`src/core/iia_defs.svh`:
```
/*
 Timing-free constants for the indirect indexed address generator:
 field widths and reset values.
 Assumes inclusion by bare name from the package and the design file.
*/
`ifndef IIA_DEFS_SVH
`define IIA_DEFS_SVH
`define IIA_ADDR_W 16
`define IIA_SHORT_SUM_W 9
`define IIA_ADDR_RST 16'h0000
`define IIA_BYTE_RST 8'h00
`endif

```
`src/core/iia_pkg.sv`:
```
/*
 Types for the indirect indexed address generator.
 Assumes iia_defs.svh is on the include path.
*/
`include "iia_defs.svh"
package iia_pkg;
    typedef enum logic [3:0] {
        load_op, compare_op, and_op, or_op, xor_op, add_op, add_with_carry_op,
        subtract_op, subtract_with_borrow_op, bit_compare_op, other_op
    } op_t;

    typedef struct packed {
        logic long_form;
        logic use_second_index;
        op_t op;
        logic [7:0] ptr_loc;
    } request_t;

    typedef struct packed {
        logic [15:0] addr;
        op_t op;
    } result_t;
endpackage

```
`src/core/indirect_indexed_address_gen.sv`:
```
/*
 Operand address generator for indirect indexed addressing, short and long.
 Assumes a memory with one-cycle read latency (data valid the cycle after
 mem_rd), and index registers held stable during a request.
*/
// What this block does
// - Operand address is fetched pointer plus chosen index, unsigned.
// - Pointer location comes from the single byte after the opcode.
// - Short form fetches one byte; address spans 000 to 1FE.
// - Long form fetches a two-byte pointer reaching all 64 Kbytes.
// - Load, compare, logic, add, subtract and bit-compare use both forms.
`include "iia_defs.svh"
module indirect_indexed_address_gen (
    // Clock and reset
    input wire logic sys_clk,
    input wire logic reset,
    // Request from decode
    input wire logic req_valid,
    output logic req_ready,
    input iia_pkg::request_t req,
    // Index registers
    input wire logic [7:0] index_first,
    input wire logic [7:0] index_second,
    // Memory port
    output logic mem_rd,
    output logic [15:0] mem_addr,
    input wire logic [7:0] mem_rdata,
    // Result
    output logic res_valid,
    output iia_pkg::result_t res,
    output logic res_illegal
);
    typedef enum logic [2:0] {IDLE, HI, LO, WAIT_LO, DONE} state_t;
    state_t state_q, state_d;
    iia_pkg::request_t req_q, req_d;
    logic [7:0] hi_q, hi_d;
    iia_pkg::result_t res_q, res_d;
    logic illegal_q, illegal_d;
    logic supported;
    logic [7:0] idx;
    logic [8:0] short_sum;
    logic [15:0] long_sum;

    always_comb
    begin
        supported = (req.op != iia_pkg::other_op);
        idx = req_q.use_second_index ? index_second : index_first;
        // Short pointer plus index never exceeds 1FE, so no carry is lost
        short_sum = {1'b0, mem_rdata} + {1'b0, idx};
        long_sum = {hi_q, mem_rdata} + {8'h00, idx};
        state_d = state_q;
        req_d = req_q;
        hi_d = hi_q;
        res_d = res_q;
        illegal_d = illegal_q;
        mem_rd = 1'b0;
        mem_addr = `IIA_ADDR_RST;
        case (state_q)
            IDLE:
            begin
                if (req_valid)
                begin
                    req_d = req;
                    if (!supported)
                    begin
                        illegal_d = 1'b1;
                        res_d.op = req.op;
                        res_d.addr = `IIA_ADDR_RST;
                        state_d = DONE;
                    end
                    else
                    begin
                        illegal_d = 1'b0;
                        mem_rd = 1'b1;
                        // Pointer location is the single byte after opcode
                        mem_addr = {8'h00, req.ptr_loc};
                        state_d = req.long_form ? HI : WAIT_LO;
                    end
                end
            end
            HI:
            begin
                hi_d = mem_rdata;
                mem_rd = 1'b1;
                // Low byte of a word pointer sits one byte higher
                mem_addr = {8'h00, req_q.ptr_loc} + 16'h0001;
                state_d = LO;
            end
            LO, WAIT_LO:
            begin
                res_d.op = req_q.op;
                if (state_q == LO)
                    res_d.addr = long_sum;
                else
                    res_d.addr = {7'h00, short_sum};
                state_d = DONE;
            end
            DONE: state_d = IDLE;
            default: state_d = IDLE;
        endcase
    end

    always_ff @(posedge sys_clk)
    begin
        if (reset)
        begin
            state_q <= IDLE;
            req_q <= '0;
            hi_q <= `IIA_BYTE_RST;
            res_q <= '0;
            illegal_q <= 1'b0;
        end
        else
        begin
            state_q <= state_d;
            req_q <= req_d;
            hi_q <= hi_d;
            res_q <= res_d;
            illegal_q <= illegal_d;
        end
    end

    assign req_ready = (state_q == IDLE);
    assign res_valid = (state_q == DONE);
    assign res = res_q;
    assign res_illegal = illegal_q;

    // Sums are rebuilt from memory data, index pins, hi_q, req_q and idx, not from short_sum or long_sum
    property p_ptr_loc;
        @(posedge sys_clk) disable iff (reset)
        (req_valid && req_ready && req.op != iia_pkg::other_op)
            |-> mem_rd && mem_addr == {8'h00, req.ptr_loc};
    endproperty
    a_ptr_loc: assert property (p_ptr_loc)
        else $error("bad pointer loc");

    property p_low_loc;
        @(posedge sys_clk) disable iff (reset)
        (state_q == HI)
            |-> mem_rd && mem_addr == $past(mem_addr) + 16'h0001;
    endproperty
    a_low_loc: assert property (p_low_loc) else $error("low loc");

    property p_short;
        @(posedge sys_clk) disable iff (reset)
        (state_q == WAIT_LO) |=> res_valid && res.addr <= 16'h01FE
            && res.addr == {8'h00, $past(mem_rdata)}
            + ($past(req_q.use_second_index)
            ? $past(index_second) : $past(index_first));
    endproperty
    a_short: assert property (p_short) else $error("bad short address");

    property p_long_timing;
        @(posedge sys_clk) disable iff (reset)
        (req_valid && req_ready && req.long_form
            && req.op != iia_pkg::other_op) |=> mem_rd ##1 !mem_rd ##1 res_valid;
    endproperty
    a_long_timing: assert property (p_long_timing)
        else $error("long seq");

    property p_long_sum;
        @(posedge sys_clk) disable iff (reset)
        (state_q == LO) |=> res.addr == $past(hi_q) * 16'h0100
            + $past(mem_rdata) + ($past(req_q.use_second_index)
            ? $past(index_second) : $past(index_first));
    endproperty
    a_long_sum: assert property (p_long_sum) else $error("long sum");

    property p_short_one_fetch;
        @(posedge sys_clk) disable iff (reset)
        (req_valid && req_ready && !req.long_form
            && req.op != iia_pkg::other_op) |=> !mem_rd ##1 res_valid;
    endproperty
    a_short_one_fetch: assert property (p_short_one_fetch)
        else $error("short");

    property p_supported;
        @(posedge sys_clk) disable iff (reset)
        (req_valid && req_ready) |-> ##[1:3] (res_valid
            && res_illegal == (res.op == iia_pkg::other_op));
    endproperty
    a_supported: assert property (p_supported)
        else $error("op support");

    property p_illegal;
        @(posedge sys_clk) disable iff (reset)
        (req_valid && req_ready && req.op == iia_pkg::other_op)
            |-> !mem_rd
            ##1 (res_valid && res_illegal && res.addr == 16'h0000);
    endproperty
    a_illegal: assert property (p_illegal) else $error("illegal op");

    // A word pointer near FFFF plus the index drops its carry, never spills
    property p_wrap;
        @(posedge sys_clk) disable iff (reset)
        (state_q == LO
            && (17'({hi_q, mem_rdata}) + 17'(idx)) > 17'h0FFFF)
            |=> res.addr < 16'h0100;
    endproperty
    a_wrap: assert property (p_wrap) else $error("no wrap");

    property p_reset_idle;
        @(posedge sys_clk)
        reset |=> req_ready && !res_valid && !res_illegal
            && res.addr == 16'h0000;
    endproperty
    a_reset_idle: assert property (p_reset_idle) else $error("reset state");

    // Result holds between pulses so a slow reader still finds it
    property p_res_hold;
        @(posedge sys_clk) disable iff (reset)
        (!res_valid && !$past(reset)) |-> $stable(res);
    endproperty
    a_res_hold: assert property (p_res_hold) else $error("result moved");

    property p_one_pulse;
        @(posedge sys_clk) disable iff (reset)
        res_valid |=> !res_valid;
    endproperty
    a_one_pulse: assert property (p_one_pulse) else $error("long pulse");

    // Short, long, illegal, second index and the 1FE ceiling
    c_short: cover property (@(posedge sys_clk) state_q == WAIT_LO);
    c_long: cover property (@(posedge sys_clk) state_q == LO);
    c_illegal: cover property (@(posedge sys_clk) res_valid && res_illegal);
    c_second_index: cover property (@(posedge sys_clk)
        req_valid && req_ready && req.use_second_index);
    c_short_max: cover property (@(posedge sys_clk)
        res_valid && res.addr == 16'h01FE);
endmodule // indirect_indexed_address_gen

```
`config.mk`:
```
export PLATFORM = sky130hd
export DESIGN_NAME = indirect_indexed_address_gen
export DESIGN_NICKNAME = d
export VERILOG_FILES = /design/src/core/iia_pkg.sv /design/src/core/indirect_indexed_address_gen.sv
export VERILOG_INCLUDE_DIRS = /design/src /design/src/core
export SDC_FILE = /design/constraint.sdc
export NUM_CORES = 1
export LEC_CHECK = 0
export ABC_AREA = 1
export BUFFER_PORTS_ARGS = -buffer_cell sky130_fd_sc_hd__buf_4
export CAP_MARGIN = 10
export CORE_UTILIZATION = 45
export CTS_CLUSTER_DIAMETER = 100
export CTS_CLUSTER_SIZE = 8
export DETAILED_ROUTE_END_ITERATION = 10
export GPL_ROUTABILITY_DRIVEN = 0
export PLACE_DENSITY_LB_ADDON = 0.1
export SLEW_MARGIN = 15
export SYNTH_ARGS = -nofsm -noshare
export SYNTH_HDL_FRONTEND = slang
export SYNTH_SLANG_ARGS = --single-unit
export TNS_END_PERCENT = 1
```
`constraint.sdc`:
```
create_clock -name sys_clk -period 2.2 [get_ports sys_clk]
set_input_delay 0.44 -clock sys_clk [delete_from_list [all_inputs] [get_ports sys_clk]]
set_output_delay 0.44 -clock sys_clk [all_outputs]
set_load 0.01 [all_outputs]
```
==> flow_summary.json <==
{
  "hold_buffers": 0,
  "avgSynthCellArea_sq_um": 6.44,
  "path_cells": "ha_2, nand3_1, nor2_1, nand2_1, xor2_1, o22ai_1, buf_4",
  "clkLatencyLatePin_ns": 0.31,
  "critPathKind": "reg2out",
  "status": "finished, final reports clean",
  "critPathTopFamily": "flip-flops",
  "peakVddDrop_uv": 327,
  "cts_max_path_buffers": 2,
  "drt_iter0_drc": 180,
  "postRouteAntennaNets": 0,
  "coreArea_sq_um": 5540,
  "grt_pass1_wl_mm": 11.6,
  "grt_max_degree": 23,
  "first_global_vias": 2460,
  "cp_slowest_cell": "dfxtp_1",
  "power_leakage_uw": 0.00160,
  "fin_crit_ns": 2.09,
  "clock-sinks": 45,
  "finalMaxSlewViolations": 0,
  "num_io_pins": 81,
  "rsz0062_at_grt": "no",
  "setup_tns_ns": 0,
  "drt-vias-per-instance": 5.03,
  "syn_inst": 405,
  "ys_top_cells_by_area": "dfxtp_1, nand2_1, a21oi_1",
  "clk_pin_slew_ns": 0.09,
  "p_sw_frac": 0.338,
  "fin_skew_ns": 0.00634,
  "finalHoldViolCount": 0,
  "synth_top_area_cell": "dfxtp_1",
  "worst_hold_path_type": "in2reg",
  "htree_levels": 2,
  "num_rows": 27,
  "finalSetupViolations": 0,
  "cts_tree": "yes",
  "p_int_uw": 1360,
  "dpl-instance-area_sq_um": 3220,
  "met1_usage": 0.336,
  "post_cts_buffers": 0,
  "finalCritPeriodShare": 0.948,
  "slew_headroom": 0.341,
  "clockPowerShare": 0.246,
  "critPathCaptureType": "output port",
  "final_area_sq_um": 3320,
  "fmax_mhz": 480,
  "yosys.area_share.xor_xnor": 0.00336,
  "synth.area.mux_share": 0,
  "seqPwrFrac": 0.451,
  "die_w_um": 78.2,
  "num-nets-final": 531,
  "p_total_uw": 2060,
  "synth_top_area_frac": 0.345,
  "worstMarginPinSlew_ns": 0.988,
  "yosysWarnings": 0,
  "fin_cells": 553,
  "track_usage": 0.241,
  "cp.required_ns": 1.76,
  "switching_power_uw": 698,
  "synth-seq-cells": 45,
  "clockRootBuffer": "clkbuf_8",
  "io_buffers": 73,
  "dieArea_sq_um": 6110,
  "pwr-share-comb": 0.303,
  "cts_resized": 0,
  "multi_input_area_sq_um": 1470,
  "grt_overflow": 0,
  "synth_top_family_by_area": "simple AND/OR/NAND/NOR gates",
  "floorplan.initialDensity": 0.471,
  "first_pass_iters": 5,
  "cp.arrival_ns": 1.65,
  "yosys.area_share.simple": 0.314,
  "die_h_um": 78.2,
  "drt-total-wl_mm": 6.96,
  "pre_cts_slack_ns": 0.0671,
  "antenna_cells": 0,
  "wl_per_cell_um": 12.6,
  "fin_ws_ns": 0.115,
  "area_growth_syn_to_layout_pct": 27.1,
  "power-per-cell-area_nw_per_um2": 621,
  "cts_buffers": 5,
  "ys_types": 34,
  "gr-usage-met3": 0.0488,
  "grt_most_used_layer": "met2",
  "n_fill_cell": 584,
  "synth-compound-area-share": 0.182,
  "ys_seq_area_frac": 0.345,
  "dp.cells": 545,
  "via_count": 2779,
  "drive_above_1_share": 0.206,
  "cp_max_fo": 3,
  "critPathMaxStageDelay_ns": 0.36,
  "worstSetupStartpointType": "register",
  "yosys.area_share.adder": 0.0508,
  "netlist_area_sq_um": 2610,
  "dp_hpwl_mm": 5.47,
  "antenna_found_initial": 0,
  "grt_use_met2": 0.374,
  "max_cap_viol_count": 0,
  "ff_latch_area_sq_um": 902,
  "cp_num_buf_inv": 1,
  "drc": 0
}
-- placed cells by master, fill, tap and decap left out, types with 2 or more instances in the layout --
cell / instances
o22ai_1: 2
buf_4: 81
inv_1: 40
nor2_2: 3
or2_0: 2
clkbuf_8: 5
dfxtp_1: 44
nand3_1: 32
a21o_1: 2
conb_1: 7
nor3_1: 2
o21ai_0: 36
ha_1: 8
nor2_1: 39
o21ai_1: 2
nand4_1: 3
clkbuf_1: 2
nand2_1: 111
a21oi_1: 41
-- registers in the layout, indices dropped and copies added, names as in the netlist --
signal and flops:
res 20, req_q 13, hi_q 8, state_q 3, res_illegal 1
-- cell families (layout without fill, tap and decap cells) --
logic type,count (synthesis),after routing
AND/OR/NAND/NOR,198,198
adder cells (fa/ha/maj),10,10
XOR/XNOR,1,1
buffers and inverters,61,131
flip-flops,45,45
AO/OA/AOI/OAI,89,89
other,1,7
-- worst paths after layout --
check / startpoint / slack (ns) / end / cells past startpoint
min: req[2] / 0.36 / req_q[2] / 3
max: req_q[1] / 0.11 / mem_addr[6] / 7
min reg2reg: req_q[11] / 0.45 / req_q[11] / 2
max reg2reg: req_q[12] / 0.17 / res[10] / 12
-- stage by stage --
| stage | hold WS, ns | utilization |
|---|---|---|
| finish | 0.363 | 0.599 |
| CTS | 0.368 | 0.596 |
| global route | 0.383 | 0.599 |
| detailed placement | 0.445 | 0.581 |
| floorplan | 0.425 | - |
| global placement | 0.436 | 0.581 |
-- routing by layer --
layer,vias up,part of all wire
met5,-,0
met4,0,0.010
met3,6,0.069
met2,93,0.44
met1,1221,0.48
li1,1459,-
-- power by group through the flow --
stage	clock, uW	sequential [uW]	combinational (uW)
after global placement	0	946	607
after CTS	517	929	617
after detailed placement	0	947	615
after global routing	547	940	700
final	508	930	624
after floorplan	0	947	381
-- final cells by class --
type / instances / share of cell area
clock inverter: 1 / 0.00226
sequential: 45 / 0.272
timing repair buffer: 81 / 0.183
inverter: 42 / 0.0483
multi-input combinational: 305 / 0.444
tap: 72 / 0.0271
clock buffer: 7 / 0.0230
-- synthesized netlist by cell type, drive strengths merged --
cell    number
nand3b       1
nand3       33
a21oi       41
and2         1
nand2      112
a21o         2
a22oi        1
a32o         1
inv         41
dfxtp       45
conb         1
xor2         1
or2          3
a22o         1
a21boi       1
nor3         3
nor2        42
o22ai        2
buf         12
nand4        3
ha           9
fa           1
a221oi       1
o21ai       39
clkinv       1
clkbuf       7
-- worst register-to-register path: stages, from the launching register on --
cell,delay [ns]
dfxtp_1,0.34
buf_4,0.17
nand2_1,0.06
nand2_1,0.05
ha_1,0.21
fa_1,0.40
nand3_1,0.11
nand3_2,0.12
nand2_1,0.09
nand2_1,0.07
a21oi_1,0.13
o21ai_0,0.08
a21oi_1,0.12
No activity file was read; power rests on OpenSTA's default activity.
